### src/verilog/ohci_cmd_pkg.sv
// Purpose: Shared constants for the command and event-flag register block
// Assumes: 32-bit register port, 100 MHz controller clock
// Notes: Offsets are byte offsets within the operational window
package ohci_cmd_pkg;
  localparam logic [7:0] CMD_OFS = 8'h08;
  localparam logic [7:0] FLAGS_OFS = 8'h0C;
  localparam logic [7:0] EN_SET_OFS = 8'h10;
  localparam logic [7:0] EN_CLR_OFS = 8'h14;
  localparam logic [7:0] CTRL_OFS = 8'h04;
  // Command register fields
  localparam int CMD_RESET_BIT = 0;
  localparam int CMD_CTRL_BIT = 1;
  localparam int CMD_BULK_BIT = 2;
  localparam int CMD_OWN_BIT = 3;
  localparam int CMD_CNT_LSB = 16;
  // Event flag fields
  localparam int EV_OVERRUN = 0;
  localparam int EV_DONE = 1;
  localparam int EV_SOF = 2;
  localparam int EV_RESUME = 3;
  localparam int EV_FATAL = 4;
  localparam int EV_ROLL = 5;
  localparam int EV_HUB = 6;
  localparam int EV_OWN = 30;
  localparam int EV_MASTER = 31;
  localparam logic [31:0] EV_MASK = 32'hC000007F;
  localparam logic [31:0] REG_RESET = 32'h00000000;
  localparam logic [1:0] SUSPENDED_STATE = 2'h3;
  // Software reset completion time
  localparam int RESET_TIME_NS = 10000;
  localparam int CLK_PERIOD_NS = 10;
  localparam int RESET_CYCLES = RESET_TIME_NS / CLK_PERIOD_NS;
endpackage

### src/verilog/ohci_evt_if.sv
// Purpose: Carrier for event strobes toward the flag register
// Assumes: Single clock domain
// Notes: Strobes are one-cycle pulses
`timescale 1ns/10ps
interface ohci_evt_if;
  logic [31:0] set_mask;
  logic [31:0] clr_mask;
  logic [31:0] flags;
  modport src (output set_mask, output clr_mask, input flags);
  modport dst (input set_mask, input clr_mask, output flags);
endinterface
### src/verilog/ohci_cmd_irq.sv
// Purpose: Command, event flag and event enable registers of one host
//   controller function, with interrupt and management-interrupt outputs
// Assumes: Simple one-cycle register port; events are same-clock strobes
//   except the hub and resume levels, which are synchronised here
// Notes: Software reset holds the port off while it runs
`timescale 1ns/10ps

module ohci_cmd_irq #(
  parameter bit HAS_SMI_PIN = 1'b1
) (
  input wire logic ref_clk_in, // 100 MHz clock
  input wire logic rstn_in, // Async reset, low
  input wire logic reg_wr_in, // Register write strobe
  input wire logic reg_rd_in, // Register read strobe
  input wire logic [7:0] reg_addr_in, // Byte offset
  input wire logic [31:0] reg_wdata_in, // Write data
  output logic [31:0] reg_rdata_out, // Read data
  output logic reg_ack_out, // Access answered
  input wire logic overrun_in, // Periodic list late at frame end
  input wire logic frame_num_wr_in, // Frame number written to memory
  input wire logic frame_bit15_in, // Frame number counter bit 15
  input wire logic sof_in, // Start-of-frame token issued
  input wire logic done_wr_in, // Done head written to memory
  input wire logic fatal_err_in, // Non-USB system error
  input wire logic resume_pin_in, // Downstream resume signalling
  input wire logic sw_resume_in, // Software chose resume state
  input wire logic hub_change_in, // Hub or port status word changed
  input wire logic bulk_start_in, // Engine at bulk list head
  input wire logic bulk_td_in, // Bulk descriptor found
  input wire logic ctrl_start_in, // Engine at control list head
  input wire logic ctrl_td_in, // Control descriptor found
  input wire logic own_done_in, // Ownership changeover complete
  output logic bulk_go_out, // Process bulk list
  output logic ctrl_go_out, // Process control list
  output logic done_hold_out, // Hold further done head writes
  output logic halt_out, // Stop processing and signalling
  output logic sw_reset_out, // Software reset in progress
  output logic [1:0] func_state_out, // Functional state override
  output logic func_state_ld_out, // Load functional state
  output logic irq_out, // Host bus interrupt, level
  output logic system_mgmt_irq_pin_out // Management interrupt, level
);
  import ohci_cmd_pkg::*;

  // ----------------------------------------------------------------
  // Declarations
  // ----------------------------------------------------------------
  ohci_evt_if evt ();
  logic own_req_ff, bulk_pend_ff, ctrl_pend_ff, rst_cmd_ff;
  logic [1:0] ovr_cnt_ff;
  logic [31:0] enable_ff;
  logic [15:0] rst_cnt_ff;
  logic bit15_ff, fatal_ff;
  logic [2:0] res_sync_ff, hub_sync_ff;
  logic res_seen_ff, hub_seen_ff;
  logic ovr_pend_ff;
  logic [31:0] set_v, clr_v;
  logic wr_ok, rd_ok, rst_done;
  logic wr_cmd, wr_flags, wr_set, wr_clr;

  assign wr_ok = reg_wr_in & ~rst_cmd_ff;
  assign rd_ok = reg_rd_in & ~rst_cmd_ff;
  assign wr_cmd = wr_ok && reg_addr_in == CMD_OFS;
  assign wr_flags = wr_ok && reg_addr_in == FLAGS_OFS;
  assign wr_set = wr_ok && reg_addr_in == EN_SET_OFS;
  assign wr_clr = wr_ok && reg_addr_in == EN_CLR_OFS;
  assign rst_done = rst_cmd_ff && rst_cnt_ff == 16'(RESET_CYCLES - 1);

  // ----------------------------------------------------------------
  // Input synchronisers and edge detection
  // ----------------------------------------------------------------
  always_ff @(posedge ref_clk_in or negedge rstn_in) begin
    if (!rstn_in) begin
      res_sync_ff <= 3'h0;
      hub_sync_ff <= 3'h0;
      res_seen_ff <= 1'b0;
      hub_seen_ff <= 1'b0;
    end else begin
      res_sync_ff <= {res_sync_ff[1:0], resume_pin_in};
      hub_sync_ff <= {hub_sync_ff[1:0], hub_change_in};
      if (res_sync_ff[2] == res_sync_ff[1]) begin
        res_seen_ff <= res_sync_ff[2];
      end
      if (hub_sync_ff[2] == hub_sync_ff[1]) begin
        hub_seen_ff <= hub_sync_ff[2];
      end
    end
  end

  // Frame counter MSB tracking, sampled on each frame number write
  always_ff @(posedge ref_clk_in or negedge rstn_in) begin
    if (!rstn_in) begin
      bit15_ff <= 1'b0;
      ovr_pend_ff <= 1'b0;
    end else begin
      if (frame_num_wr_in) begin
        bit15_ff <= frame_bit15_in;
      end
      // Overrun flag waits for the frame number update
      if (frame_num_wr_in) begin
        ovr_pend_ff <= 1'b0;
      end else if (overrun_in) begin
        ovr_pend_ff <= 1'b1;
      end
    end
  end

  // ----------------------------------------------------------------
  // Event flag set and clear masks
  // ----------------------------------------------------------------
  always_comb begin
    set_v = 32'h0;
    set_v[EV_OVERRUN] = frame_num_wr_in & (ovr_pend_ff | overrun_in);
    set_v[EV_DONE] = done_wr_in & ~evt.flags[EV_DONE];
    set_v[EV_SOF] = sof_in;
    set_v[EV_RESUME] = res_sync_ff[2] & res_sync_ff[1] & ~res_seen_ff
      & ~sw_resume_in;
    set_v[EV_FATAL] = fatal_err_in;
    set_v[EV_ROLL] = frame_num_wr_in & (frame_bit15_in ^ bit15_ff);
    set_v[EV_HUB] = hub_sync_ff[2] & hub_sync_ff[1] & ~hub_seen_ff;
    set_v[EV_OWN] = HAS_SMI_PIN & wr_cmd & reg_wdata_in[CMD_OWN_BIT];
    clr_v = wr_flags ? reg_wdata_in : 32'h0;
  end
  assign evt.set_mask = set_v;
  assign evt.clr_mask = clr_v;

  ohci_evt_flags u_flags (
    .clk_in(ref_clk_in),
    .rstn_in(rstn_in),
    .evt(evt)
  );

  // ----------------------------------------------------------------
  // Command register
  // ----------------------------------------------------------------
  always_ff @(posedge ref_clk_in or negedge rstn_in) begin
    if (!rstn_in) begin
      rst_cmd_ff <= 1'b0;
      rst_cnt_ff <= 16'h0;
    end else if (rst_cmd_ff) begin
      rst_cnt_ff <= rst_cnt_ff + 16'h1;
      if (rst_done) begin
        rst_cmd_ff <= 1'b0;
        rst_cnt_ff <= 16'h0;
      end
    end else if (wr_cmd && reg_wdata_in[CMD_RESET_BIT]) begin
      rst_cmd_ff <= 1'b1;
    end
  end

  always_ff @(posedge ref_clk_in or negedge rstn_in) begin
    if (!rstn_in) begin
      own_req_ff <= 1'b0;
    end else if (rst_cmd_ff) begin
      own_req_ff <= 1'b0;
    end else if (wr_cmd && reg_wdata_in[CMD_OWN_BIT]) begin
      own_req_ff <= 1'b1;
    end else if (own_done_in) begin
      own_req_ff <= 1'b0;
    end
  end

  // Software write wins over engine clear so a new descriptor is not lost
  always_ff @(posedge ref_clk_in or negedge rstn_in) begin
    if (!rstn_in) begin
      bulk_pend_ff <= 1'b0;
      bulk_go_out <= 1'b0;
    end else if (rst_cmd_ff) begin
      bulk_pend_ff <= 1'b0;
      bulk_go_out <= 1'b0;
    end else begin
      if (bulk_start_in) begin
        bulk_go_out <= bulk_pend_ff;
      end
      if ((wr_cmd && reg_wdata_in[CMD_BULK_BIT]) || bulk_td_in) begin
        bulk_pend_ff <= 1'b1;
      end else if (bulk_start_in) begin
        bulk_pend_ff <= 1'b0;
      end
    end
  end

  always_ff @(posedge ref_clk_in or negedge rstn_in) begin
    if (!rstn_in) begin
      ctrl_pend_ff <= 1'b0;
      ctrl_go_out <= 1'b0;
    end else if (rst_cmd_ff) begin
      ctrl_pend_ff <= 1'b0;
      ctrl_go_out <= 1'b0;
    end else begin
      if (ctrl_start_in) begin
        ctrl_go_out <= ctrl_pend_ff;
      end
      if ((wr_cmd && reg_wdata_in[CMD_CTRL_BIT]) || ctrl_td_in) begin
        ctrl_pend_ff <= 1'b1;
      end else if (ctrl_start_in) begin
        ctrl_pend_ff <= 1'b0;
      end
    end
  end

  always_ff @(posedge ref_clk_in or negedge rstn_in) begin
    if (!rstn_in) begin
      ovr_cnt_ff <= 2'h0;
    end else if (overrun_in) begin
      ovr_cnt_ff <= ovr_cnt_ff + 2'h1;
    end
  end

  // ----------------------------------------------------------------
  // Enable register with set and clear ports
  // ----------------------------------------------------------------
  always_ff @(posedge ref_clk_in or negedge rstn_in) begin
    if (!rstn_in) begin
      enable_ff <= REG_RESET;
    end else if (rst_cmd_ff) begin
      enable_ff <= REG_RESET;
    end else if (wr_set) begin
      enable_ff <= (enable_ff | reg_wdata_in) & EV_MASK;
    end else if (wr_clr) begin
      enable_ff <= enable_ff & ~reg_wdata_in;
    end
  end

  // ----------------------------------------------------------------
  // Status and interrupt outputs
  // ----------------------------------------------------------------
  always_ff @(posedge ref_clk_in or negedge rstn_in) begin
    if (!rstn_in) begin
      irq_out <= 1'b0;
      system_mgmt_irq_pin_out <= 1'b0;
      done_hold_out <= 1'b0;
      fatal_ff <= 1'b0;
      halt_out <= 1'b0;
      sw_reset_out <= 1'b0;
      func_state_out <= 2'h0;
      func_state_ld_out <= 1'b0;
    end else begin
      irq_out <= enable_ff[EV_MASTER]
        & |(evt.flags[6:0] & enable_ff[6:0]);
      system_mgmt_irq_pin_out <= HAS_SMI_PIN & enable_ff[EV_MASTER]
        & evt.flags[EV_OWN] & enable_ff[EV_OWN];
      done_hold_out <= evt.flags[EV_DONE] | done_wr_in;
      if (fatal_err_in) begin
        fatal_ff <= 1'b1;
      end else if (rst_cmd_ff) begin
        fatal_ff <= 1'b0;
      end
      halt_out <= fatal_ff | fatal_err_in;
      // Root hub and downstream ports see no reset from this path
      sw_reset_out <= rst_cmd_ff;
      func_state_out <= rst_cmd_ff ? SUSPENDED_STATE : 2'h0;
      func_state_ld_out <= rst_cmd_ff;
    end
  end

  // ----------------------------------------------------------------
  // Register read port
  // ----------------------------------------------------------------
  always_ff @(posedge ref_clk_in or negedge rstn_in) begin
    if (!rstn_in) begin
      reg_rdata_out <= REG_RESET;
      reg_ack_out <= 1'b0;
    end else begin
      reg_ack_out <= rd_ok | wr_ok;
      reg_rdata_out <= 32'h0;
      if (rd_ok) begin
        case (reg_addr_in)
          CMD_OFS: begin
            reg_rdata_out <= {14'h0, ovr_cnt_ff, 12'h0, own_req_ff,
              bulk_pend_ff, ctrl_pend_ff, rst_cmd_ff};
          end
          FLAGS_OFS: begin
            reg_rdata_out <= evt.flags;
          end
          EN_SET_OFS, EN_CLR_OFS: begin
            reg_rdata_out <= enable_ff;
          end
          default: begin
            reg_rdata_out <= 32'h0;
          end
        endcase
      end
    end
  end
endmodule

### src/verilog/ohci_evt_flags.sv
// Purpose: Sticky event flags, set by hardware, cleared by writing one
// Assumes: Single clock domain
// Notes: A set in the same cycle as a clear wins
`timescale 1ns/10ps
module ohci_evt_flags (
  input wire logic clk_in, // Clock
  input wire logic rstn_in, // Async reset, low
  ohci_evt_if.dst evt // Set and clear masks
);
  import ohci_cmd_pkg::*;
  logic [31:0] flags_ff;
  always_ff @(posedge clk_in or negedge rstn_in) begin
    if (!rstn_in) begin
      flags_ff <= REG_RESET;
    end else begin
      flags_ff <= ((flags_ff & ~evt.clr_mask) | evt.set_mask) & EV_MASK;
    end
  end
  assign evt.flags = flags_ff;
endmodule

### config.mk
export PLATFORM = sky130hd
export DESIGN_NAME = ohci_cmd_irq
export DESIGN_NICKNAME = d
export VERILOG_FILES = /design/src/verilog/ohci_cmd_pkg.sv /design/src/verilog/ohci_evt_if.sv /design/src/verilog/ohci_cmd_irq.sv /design/src/verilog/ohci_evt_flags.sv
export SDC_FILE = /design/constraint.sdc
export NUM_CORES = 1
export LEC_CHECK = 0
export BUFFER_PORTS_ARGS = -buffer_cell sky130_fd_sc_hd__buf_2
export CORE_MARGIN = 2
export CORE_UTILIZATION = 38
export CTS_CLUSTER_SIZE = 20
export DETAILED_ROUTE_END_ITERATION = 8
export PLACE_DENSITY = 0.67
export SYNTH_ARGS = -nofsm -noshare
export SYNTH_HDL_FRONTEND = slang
export SYNTH_SLANG_ARGS = --single-unit
### constraint.sdc
create_clock -name ref_clk_in -period 1.7 [get_ports ref_clk_in]
set_input_delay 0.34 -clock ref_clk_in [delete_from_list [all_inputs] [get_ports ref_clk_in]]
set_output_delay 0.34 -clock ref_clk_in [all_outputs]
set_load 0.1 [all_outputs]
== After elaboration in Yosys (flattened, before gate mapping) ==
Index checks and enable logic that the tools add are counted.
Word-level totals
  bits in registers: 116
  bits of input ports: 58
  logic and storage cells: 114
  output and inout bits: 43
Cells by class
  bitwise logic cells: 31
  $add $sub $neg: 2
  equal/unequal tests: 7
  reductions and logical operators: 21
  mux-type cells: 28
Operators by type and width (count)
  $mux 32: 5
  $pmux 32 s3: 1
  $and 32x32->32: 2
  $not 32->32: 2
  $or 32x31->32: 1
  $or 32x32->32: 1
  $mux 1: 20
  $add 16x1->16 const B: 1
  $eq 16x10->1 const B: 1
  $eq 8x4->1 const B: 2
  $eq 8x5->1 const B: 2
  $mux 16: 1
  $and 1x1->1: 14
  $reduce_bool 3->1: 4
  $logic_and 1x1->1: 9
  $reduce_bool 2->1: 4
  $and 7x7->7: 1
  $reduce_or 7->1: 1
  $not 1->1: 5
  $or 1x1->1: 4
  $add 2x1->2 const B: 1
  $eq 1x1->1: 2
  $logic_or 1x1->1: 2
  $mux 2: 1
  2 further kinds: 2

== Depth between registers and ports, before layout ==
Gate-level depths: netlist of run 1.
  depth after elaboration: 7
  depth in mapped cells: 5
  mapped depth without buffers: 4

== By module ==
From an unflattened synthesis of run 1, not the netlist that was laid out.
Second synthesis, totals
  cells, all modules: 533
  area, all modules: 5469.0 µm²
By module, submodules not included
  ohci_cmd_irq: seq. area each 2627.5 µm², cells each 482, area each 4966.0 µm², instances 1
  ohci_evt_flags: seq. area each 225.2 µm², cells each 51, area each 503.0 µm², instances 1

== Worst setup path after synthesis of run 1 ==
No wires, ideal clock.
  kind: register to output
  start: register func_state_out[0]
  end: output func_state_out[0]
  arrival time: 1357 ps
  stages on the path, launching flop included: 2
  path buffers: 1
  path slack: 3 ps
  data required time: 1360 ps
  cells stage by stage: dfrtp_1 > buf_4
RTL lines
  start, declared: line ohci_cmd_irq.sv:38  | output logic [1:0] func_state_out,
  start signal, assigned: line ohci_cmd_irq.sv:252  | func_state_out <= rst_cmd_ff ? SUSPENDED_STATE : 2'h0;
No word-level cell between the ends.

== Final worst setup path of run 1 ==
  start: register rst_cmd_ff
  end: register rst_cnt_ff[13]
Between the ends
  word-level cells in the longest chain between the ends: 2
RTL lines
  start, declared: line ohci_cmd_irq.sv:49  | logic own_req_ff, bulk_pend_ff, ctrl_pend_ff, rst_cmd_ff;
  start signal, assigned: line ohci_cmd_irq.sv:138  | rst_cmd_ff <= 1'b0;
  start signal, assigned: line ohci_cmd_irq.sv:143  | rst_cmd_ff <= 1'b0;
  start signal, assigned: line ohci_cmd_irq.sv:147  | rst_cmd_ff <= 1'b1;
  $logic_and 1x1->1: line ohci_cmd_irq.sv:67  | assign rst_done = rst_cmd_ff && rst_cnt_ff == 16'(RESET_CYCLES - 1);
  $mux 16: line ohci_cmd_irq.sv:142  | if (rst_done) begin
  end signal, assigned: line ohci_cmd_irq.sv:141  | rst_cnt_ff <= rst_cnt_ff + 16'h1;
  end, declared: line ohci_cmd_irq.sv:52  | logic [15:0] rst_cnt_ff;
Several ways; a longest one is shown, not always the timed one.
A chain may end at the register's enable or synchronous reset.

==> flow_summary_export.csv, run 1 <==
group,metric,value,unit
clock_tree,clock_path_buffers,2,
finish,diodes,0,
logic_synthesis,synth_nets,483,
routing,firstDrtPassIters,5,
finish,post-route-util,51.12,%
setup_path,crit_fanout,9,
floorplan,rows,41,
logic_synthesis,synth_top_area_share,59.02,%
sta,fmax,0.6184,GHz
logic_synthesis,synth_area_leaders,"dfrtp_1 (59%), nand4_1 (4.0%), and2_1 (2.7%), a21boi_0 (2.0%), nor3b_1 (2.0%)",
setup_path,cp-end-kind,"register",
logic_synthesis,ys_types,55,
routing,wl_per_cell,15.89,um
sta,tightest_slew,0.4999,ns
setup_path,crit_type,"register to register",
logic_synthesis,synth_edf_count,0,
sta,finClkSkew,0.008347,ns
grt,overflow,0,
power_and_ir_drop,power.density,1064,mW/mm^2
sta,setup_viol,0,
floorplan,initial_core_util,38.61,%
setup_path,critical_path_arrival,1.95,ns
grt,grt_pass1_wl,18350,um
placement,place_inst,697,
power_and_ir_drop,p_switching,1.405,mW
placement,gpl.final_weighted_congestion,0.8572,
finish,final_cells,731,
power_and_ir_drop,irDropWorstVdd,642.4,uV
power_and_ir_drop,p_clk_share,53.9,%
sta,relSlewSlack,66.20,%
min_path,hp-class,"primary input to register",
finish,drive_above_1_share,31.84,%
power_and_ir_drop,pwr-share-seq,41.0,%
logic_synthesis,yosys.area.top_type,"dfrtp_1",
placement,port_buffers,100,
clock_tree,cts_made_buffers,17,
finish,syn2layout_area_growth,32.38,%
sta,timing.final.ws_setup,0.08297,ns
flow_run,cap_violations,0,
grt,first_global_vias,3661,
setup_path,critPathMaxStageDelay,0.51,ns
routing,drt_iter0_markers,235,
setup_path,path_buf_inv,1,
logic_synthesis,synth_cells,422,
floorplan,die_y,116.8,um
sta,finalMaxSlewViolations,0,
sta,min_period,1.617,ns
sta,fin_hold_ws,0.03350,ns
routing,num_vias,3809,
clock_tree,clock-sinks,114,
clock_tree,clkTransAtPathRegs,0.05,ns
routing,viasPerCell,5.211,
outcome,status,"complete, no violations",
sta,period_share,95.12,%
sta,finalHoldViolCount,0,
finish,finalNetCount,607,
grt,grt_max_degree,46,
clock_tree,cts_tree,"done",
logic_synthesis,synth_ff_type,"dfrtp_1",
placement,hpwl,8240,um
clock_tree,insertion_delay,0.41,ns
clock_tree,cts_root_buf,"clkbuf_16",
routing,ant_nets,0,
power_and_ir_drop,swShare,20.64,%
floorplan,coreArea,0.01252,mm^2
logic_synthesis,synthArstFlopShare,100.0,%
setup_path,crit_required,2.03,ns
grt,antenna_found_initial,0,
setup_path,startpoint_type,"register",
floorplan,ios,101,
grt,grt_use_total,17.90,%
power_and_ir_drop,leakage,2.971,nW
routing,route.detailed.drc,0,
floorplan,design.die.area,0.01364,mm^2
logic_synthesis,ys_seq_area_share,59.02,%
floorplan,dieWidth,116.8,um
power_and_ir_drop,internal_power,5.404,mW
logic_synthesis,synth_seq_cells,114,
logic_synthesis,synthesis.area,0.004833,mm^2
logic_synthesis,yosysWarnings,0,
clock_tree,ctsHtreeMaxLevel,4,
setup_path,path_cells,"nand4_1 > buf_4 > nor4_1 > xor2_1",
setup_path,crit_family,"simple AND/OR/NAND/NOR gates",
placement,place_worst_setup_slack,-0.01437,ns
setup_path,slowest_stage,"dfrtp_1",
routing,routed_wl,11610,um
power_and_ir_drop,pwr-share-comb,5.1,%
logic_synthesis,syn_area_per_cell,11.45,um^2
==> worst register-to-register path: cells and delay by family (launching register included) <==
| family | cells | cell delay (ns) |
|---|---|---|
| XOR/XNOR | 1 | 0.19 |
| AND/OR/NAND/NOR | 2 | 0.61 |
| flip-flops | 1 | 0.51 |
| buffers and inverters | 1 | 0.23 |
==> placed cells by master (no fill, tap or decap), types with 6 or more instances in the layout <==
cell / count
buf_2: 99
nor3b_1: 13
buf_4: 27
a311oi_1: 9
inv_1: 16
nand3_1: 14
nand4_1: 31
a21oi_1: 19
a41oi_1: 8
nor2_1: 24
o21ai_0: 7
and2_1: 21
nand2_1: 10
a21boi_0: 13
xor2_1: 7
o21a_1: 11
buf_12: 6
dfrtp_1: 114
mux2_2: 7
clkbuf_16: 17
==> final timing paths <==
path	startpoint	to	slack, ns	depth (start not counted)
setup / recovery	rst_cmd_ff	rst_cnt_ff[13]	0.08	4
hold / removal	hub_change_in	hub_sync_ff[0]	0.03	1
setup reg to reg	rst_cmd_ff	rst_cnt_ff[13]	0.08	4
hold reg to reg	res_sync_ff[0]	res_sync_ff[1]	0.35	0
max in group asynchronous	rstn_in	rst_cnt_ff[8]	0.71	3
min in group asynchronous	rstn_in	hub_sync_ff[0]	0.41	2
==> area by class of cell <==
cell class | count | area (um^2)
inverter | 16 | 60.06
clock buffer | 24 | 501.7
fill | 1138 | 6118
multi-input combinational | 264 | 1817
timing repair buffer | 133 | 828.3
sequential | 114 | 2853
tap | 172 | 215.2
clock inverter | 8 | 123.9
==> stage by stage <==
stage / TNS, ns / total power [mW] / cell area (um^2)
finish: 0 / 6.809 / 6399
global route: -0.06779 / 7.043 / 6399
CTS: 0 / 6.890 / 6379
detailed placement: -0.02498 / 3.185 / 5743
floorplan: 0 / 2.970 / 4833
global placement: 0 / 3.175 / 5743
==> sequential cells by signal, summed over array words and instances (netlist names), 2 cells and up <==
name and count:
enable_ff 32, hub_sync_ff 3, ovr_cnt_ff 2, reg_rdata_out 32, res_sync_ff 3, rst_cnt_ff 16, u_flags.evt.flags 9
==> synth_stat cells, types with 5 or more instances <==
library cell  count
nor2_1           24
a21oi_1          19
nor3b_1          13
nand2_1          10
nand3_1          14
o21a_1           11
xor2_1            7
and2_1           21
a41oi_1           8
a21boi_0         13
inv_1            16
a311oi_1          9
dfrtp_1         114
o21ai_0           7
nor4_1            5
nand4_1          31
buf_2             5
mux2_2            7
xnor2_1           5
clkbuf_1         18
==> layer usage <==
layer	GRT usage (%)	up-vias	wire, um
met5	0	-	0
met4	6.196	0	129
met1	23.56	1851	5124
met2	28.55	151	5644
met3	5.149	9	712
li1	-	1798	-
==> power by group through the flow <==
| stage | clock network, mW | registers, mW | logic, mW |
|---|---|---|---|
| 2_1_floorplan | 0 | 2.84 | 0.130 |
| 3_3_place_gp | 0 | 2.84 | 0.339 |
| 3_5_place_dp | 0 | 2.84 | 0.346 |
| 4_1_cts | 3.75 | 2.79 | 0.349 |
| 5_1_grt | 3.86 | 2.80 | 0.382 |
| 6_report | 3.67 | 2.79 | 0.344 |
==> what timing repair did <==
action / in CTS / in global routing
setup endpoints to repair: 0 / 5
setup buffers: 0 / 1
hold endpoints to repair: 27 / 0
hold buffers: 1 / 0
gates resized for setup: 0 / 2
==> kinds of logic after synthesis <==
| group | Yosys count | share of synthesized area [%] |
|---|---|---|
| buffers and inverters | 44 | 3.779 |
| adders and majority gates | 3 | 0.7767 |
| and+or+nand+nor | 148 | 18.85 |
| DFF | 114 | 59.02 |
| AOI/OAI and AO/OA | 92 | 13.36 |
| muxes | 9 | 2.045 |
| xor gates and xnor gates | 12 | 2.174 |
Note: power is estimated with default switching activity, not from simulation.
==> inputs of run 2 (changes only) <==
==> constraint.sdc (replaced) <==
create_clock -name ref_clk_in -period 1.7 [get_ports ref_clk_in]
set_input_delay 0.51 -clock ref_clk_in [delete_from_list [all_inputs] [get_ports ref_clk_in]]
set_output_delay 0.51 -clock ref_clk_in [all_outputs]
set_load 0.1 [all_outputs]
==> run 2 against run 1 <==
  * Fmax down 6.6%
  * Clock skew shrank 0.0013 ns
  * The run now ends with setup timing left
  * Via count is 2.4% higher
  * Largest power group unchanged
  * Non-clock buffer count up 14
  * Power fell by 1.9%
  * Highest routed layer unchanged
  * Cell count is 1.5% higher
  * Combinational power up 7.3%
  * Flip-flop and latch count unchanged
  * Largest cell class unchanged
  * Count of clock-buffer cells in the layout fell by 1
==> flow_summary_export.csv, run 2 (synthesis gave the netlist of run 1 again) <==
group,metric,value,unit
sta,tightest_slew,0.4992,ns
setup_path,worstReg2RegStart,"rst_cnt_ff[13]",
setup_path,crit_fanout,4,
floorplan,dieWidth,116.8,um
finish,reg_top3,"enable_ff: 32 flops, reg_rdata_out: 32 flops, rst_cnt_ff: 16 flops",
clock_tree,ctsHtreeMaxLevel,4,
flow_run,cap_violations,0,
power_and_ir_drop,leakage,3.024,nW
floorplan,design.die.area,0.01364,mm^2
placement,place_inst,712,
grt,first_global_vias,3885,
outcome,status,"finished, violations left",
floorplan,coreArea,0.01252,mm^2
placement,place_worst_setup_slack,-0.1322,ns
routing,route.detailed.drc,0,
finish,final_cells,742,
setup_path,crit_required,1.19,ns
setup_path,crit_start,"func_state_out[0]",
clock_tree,insertion_delay,0.41,ns
min_path,min_from,"hub_change_in",
sta,fmax,0.5774,GHz
power_and_ir_drop,finalPower,6.680,mW
grt,overflow,0,
clock_tree,cts_tree,"done",
sta,timing.final.ws_setup,-0.03189,ns
placement,hpwl,8568,um
setup_path,crit_family,"buffers and inverters",
routing,routed_wl,11960,um
floorplan,rows,41,
placement,gpl.final_weighted_congestion,0.8450,
clock_tree,clock-sinks,114,
setup_path,critPathMaxStageDelay,0.43,ns
floorplan,ios,101,
routing,firstDrtPassIters,4,
sta,period_share,101.9,%
sta,rsz0062_at_grt,"true",
power_and_ir_drop,power.density,1027,mW/mm^2
power_and_ir_drop,irDropWorstVdd,762.4,uV
routing,num_vias,3900,
setup_path,path_buf_inv,1,
clock_tree,post_cts_buffers,0,
setup_path,critical_path_arrival,1.22,ns
finish,mostFrequentLayoutCells,"dfrtp_1 (113), buf_2 (80), buf_4 (49)",
sta,setup_viol,3,
finish,diodes,0,
setup_path,slowest_stage,"buf_2",
placement,port_buffers,100,
sta,finalHoldViolCount,0,
floorplan,initial_core_util,38.61,%
power_and_ir_drop,pwr-share-comb,5.5,%
sta,finalMaxSlewViolations,0,
sta,relSlewSlack,66.95,%
power_and_ir_drop,p_clk_share,52.6,%
routing,wl_per_cell,16.12,um
sta,finClkSkew,0.007071,ns
grt,grt_pass1_wl,19290,um
sta,min_period,1.732,ns
grt,grt_max_degree,33,
clock_tree,clock_path_buffers,2,
finish,fin_area,0.006501,mm^2
clock_tree,cts_root_buf,"clkbuf_16",
floorplan,die_y,116.8,um
min_path,hp-class,"primary input to register",
grt,grt_use_total,18.70,%
finish,drive_above_1_share,32.81,%
power_and_ir_drop,internal_power,5.311,mW
outcome,violations,"setup timing",
placement,place_area,0.005857,mm^2
finish,syn2layout_area_growth,34.51,%
setup_path,cp-end-kind,"output pin",
clock_tree,clkTransAtPathRegs,0.05,ns
routing,ant_nets,0,
setup_path,startpoint_type,"register",
routing,drt_iter0_markers,319,
power_and_ir_drop,p_switching,1.368,mW
power_and_ir_drop,pwr-share-seq,41.8,%
clock_tree,cts_made_buffers,17,
routing,viasPerCell,5.256,
finish,mostFrequentLayoutCell,"dfrtp_1",
finish,finalNetCount,621,
power_and_ir_drop,swShare,20.49,%
setup_path,path_cells,"buf_2",
setup_path,crit_type,"register to output pin",
grt,antenna_found_initial,0,
run 2: layout make-up:
class                           count  area (um^2)
Clock buffer                       23        478.0
Clock inverter                      6        105.1
Fill cell                        1167         6016
Inverter                           16        60.06
Multi-Input combinational cell    264         1804
Sequential cell                   114         2854
Tap cell                          172        215.2
Timing Repair Buffer              147        984.7
run 2: power by group through the flow:
stage	clock, mW	sequential, mW	combinational (mW)
floorplan	0	2.84	0.130
global placement	0	2.84	0.362
detailed placement	0	2.84	0.371
CTS	3.59	2.79	0.375
global route	3.69	2.80	0.407
finish	3.52	2.79	0.369
run 2: routing by layer:
layer,vias to the layer above,track usage (%),routed length [um]
met5,-,0,0
met4,0,8.314,212
met3,23,4.583,635
met2,122,28.48,5591
met1,1940,25.49,5519
li1,1815,-,-
run 2: path summary, 6_finish.rpt:
check,end,slack (ns),cells after the start
max,sw_reset_out,-0.03,1
min,hub_sync_ff[0],0.20,1
max reg2reg,rst_cmd_ff,0.09,4
min reg2reg,res_sync_ff[1],0.34,0
max in group asynchronous,fatal_ff,0.67,3
min in group asynchronous,hub_sync_ff[0],0.55,2
run 2: per-stage QoR:
stage | hold slack, ns | util, % | setup TNS (ns)
floorplan | 0.2144 | - | 0
global placement | 0.3349 | 46.79 | -1.038
detailed placement | 0.3347 | 46.79 | -1.450
CTS | 0.1752 | 51.71 | -0.2207
global route | 0.1813 | 51.94 | -0.2143
finish | 0.2005 | 51.94 | -0.09434
run 2: what timing repair did:
item / CTS / global route
pin swaps: 0 / 0
endpoints found under the setup margin: 13 / 14
gates resized for setup: 9 / 11
hold buffers: 1 / 0
hold endpoints to repair: 15 / 0
==> inputs of run 3 (changes only) <==
==> constraint.sdc (replaced) <==
create_clock -name ref_clk_in -period 1.7 [get_ports ref_clk_in]
set_input_delay 0.17 -clock ref_clk_in [delete_from_list [all_inputs] [get_ports ref_clk_in]]
set_output_delay 0.17 -clock ref_clk_in [all_outputs]
set_load 0.1 [all_outputs]
==> run 3 against run 2 <==
  * The flow now finishes without violations
  * Count of clock-buffer cells in the layout stayed put
  * Sequential share of layout area is 0.30 points lower
  * Highest routed layer unchanged
  * Power increased by 4.5%
  * Cell area up 0.65%
  * Critical path type is now register to register
  * Flip-flop and latch count unchanged
  * Clock power is 8.5% higher
  * Fmax rose by 7.9%
  * Hold slack worse by 0.18 ns
  * Utilization increased by 0.34 points
==> flow_summary_export.csv, run 3 (synthesis gave the netlist of run 1 again) <==
group,metric,value,unit
outcome,status,"complete, no violations",
sta,tightest_slew,0.8246,ns
floorplan,design.die.area,0.01364,mm^2
finish,syn2layout_area_growth,35.39,%
grt,first_global_vias,3749,
routing,num_vias,3970,
grt,antenna_found_initial,0,
finish,final_cells,746,
sta,setup_viol,0,
finish,mostFrequentLayoutCell,"dfrtp_1",
floorplan,ios,101,
finish,fin_area,0.006544,mm^2
finish,seq_area,0.002853,mm^2
routing,route.detailed.drc,0,
sta,fmax,0.6228,GHz
setup_path,r2r_setup_slack,0.09,ns
floorplan,dieWidth,116.8,um
placement,place_area,0.005703,mm^2
finish,diodes,0,
clock_tree,cts_tree,"done",
floorplan,coreArea,0.01252,mm^2
setup_path,slowest_stage,"or4_4",
setup_path,reg2reg_to,"rst_cmd_ff",
grt,grt_max_degree,44,
clock_tree,ctsHtreeMaxLevel,4,
setup_path,crit_family,"simple AND/OR/NAND/NOR gates",
power_and_ir_drop,power.density,1067,mW/mm^2
finish,drive_above_1_share,31.01,%
power_and_ir_drop,leakage,3.036,nW
clock_tree,cts_made_buffers,17,
setup_path,crit_cells,4,
finish,finalNetCount,622,
setup_path,startpoint_type,"register",
sta,fin_setup_tns,0,ns
setup_path,crit_required,1.99,ns
sta,relSlewSlack,45.03,%
routing,viasPerCell,5.322,
routing,drt_iter0_markers,352,
grt,overflow,0,
clock_tree,insertion_delay,0.41,ns
routing,wl_per_cell,16.01,um
routing,ant_nets,0,
placement,place_inst,695,
floorplan,die_y,116.8,um
power_and_ir_drop,finalPower,6.979,mW
clock_tree,clock-sinks,114,
sta,finClkSkew,0.005748,ns
placement,port_buffers,100,
grt,grt_use_total,18.27,%
setup_path,critPathMaxStageDelay,0.55,ns
placement,hpwl,8343,um
min_path,min_from,"reg_rd_in",
sta,fin_hold_ws,0.01937,ns
finish,multi_input_area,0.001810,mm^2
finish,fill_cells,1126,
placement,gpl.final_weighted_congestion,0.8474,
min_path,whs_endpoint,"reg_ack_out",
grt,grt_pass1_wl,18860,um
clock_tree,clkTransAtPathRegs,0.05,ns
finish,reg_top3,"enable_ff: 32 flops, reg_rdata_out: 32 flops, rst_cnt_ff: 16 flops",
sta,rsz0062_at_grt,"true",
min_path,min_path_cells,3,
setup_path,critical_path_arrival,1.90,ns
setup_path,crit_fanout,9,
setup_path,crit_type,"register to register",
setup_path,worstReg2RegStart,"rst_cnt_ff[13]",
setup_path,path_cells,"or4_4 > nor4_4 > buf_6 > o22ai_1",
flow_run,cap_violations,0,
setup_path,path_buf_inv,1,
floorplan,initial_core_util,38.61,%
power_and_ir_drop,irDropWorstVdd,610.4,uV
sta,period_share,94.45,%
setup_path,cp-end-kind,"register",
clock_tree,clock_path_buffers,2,
min_path,hp-class,"primary input to register",
sta,finalMaxSlewViolations,0,
finish,mostFrequentLayoutCells,"dfrtp_1 (114), buf_2 (99), nand4_1 (31)",
sta,finalHoldViolCount,0,
routing,routed_wl,11940,um
setup_path,rr_worst_depth,4,
sta,min_period,1.606,ns
floorplan,rows,41,
routing,firstDrtPassIters,6,
clock_tree,cts_root_buf,"clkbuf_16",
run 3: worst min-delay path, cell delays in order:
cell,delay [ns]
buf_2,0.10
nor2_1,0.04
nor2_1,0.07
run 3: metal layers:
metal	global-route usage [%]	part of all wire, %	routed length (um)
met1	23.91	44	5195
met4	7.686	2.1	250
met3	5.973	7.0	830
met2	28.09	47	5663
met5	0	0	0
run 3: worst max path at each step:
stage / slack [ns] / to / from
5_1_grt: -0.03 / rst_cnt_ff[12] / rst_cnt_ff[1]
3_3_place_gp: 0.02 / enable_ff[25] / reg_addr_in[5]
3_5_place_dp: -0.02 / enable_ff[23] / reg_addr_in[5]
6_report: 0.09 / rst_cmd_ff / rst_cnt_ff[13]
2_1_floorplan: 0.07 / rst_cmd_ff / rst_cnt_ff[12]
4_1_cts: 0.04 / rst_cnt_ff[9] / rst_cmd_ff
run 3: timing repair:
item | in CTS | in global routing
endpoints found under the hold margin | 45 | 0
resized for setup | 0 | 2
setup endpoints to repair | 0 | 6
hold buffers | 16 | 0
setup buffers | 0 | 3
run 3: power by group:
part           switching, mW  internal (mW)
combinational          0.201          0.169
clock                   1.18           2.64
sequential            0.0284           2.76
total                   1.41           5.57
run 3: cell type report:
| cell class | count | share of cell area [%] |
|---|---|---|
| repair buffers | 148 | 14.63 |
| clock buffers | 23 | 7.610 |
| clock inverters | 9 | 2.294 |
| well taps | 172 | 3.289 |
| flip-flops and latches | 114 | 43.59 |
| multi-input cells | 264 | 27.67 |
| inverters | 16 | 0.9178 |
run 3: metrics by stage:
step	worst slack, ns	utilization [%]
after CTS	0.03530	52.02
after floorplan	0.06773	-
after global routing	-0.02795	52.28
after detailed placement	-0.01774	45.56
after global placement	0.02397	45.56
final	0.09432	52.28
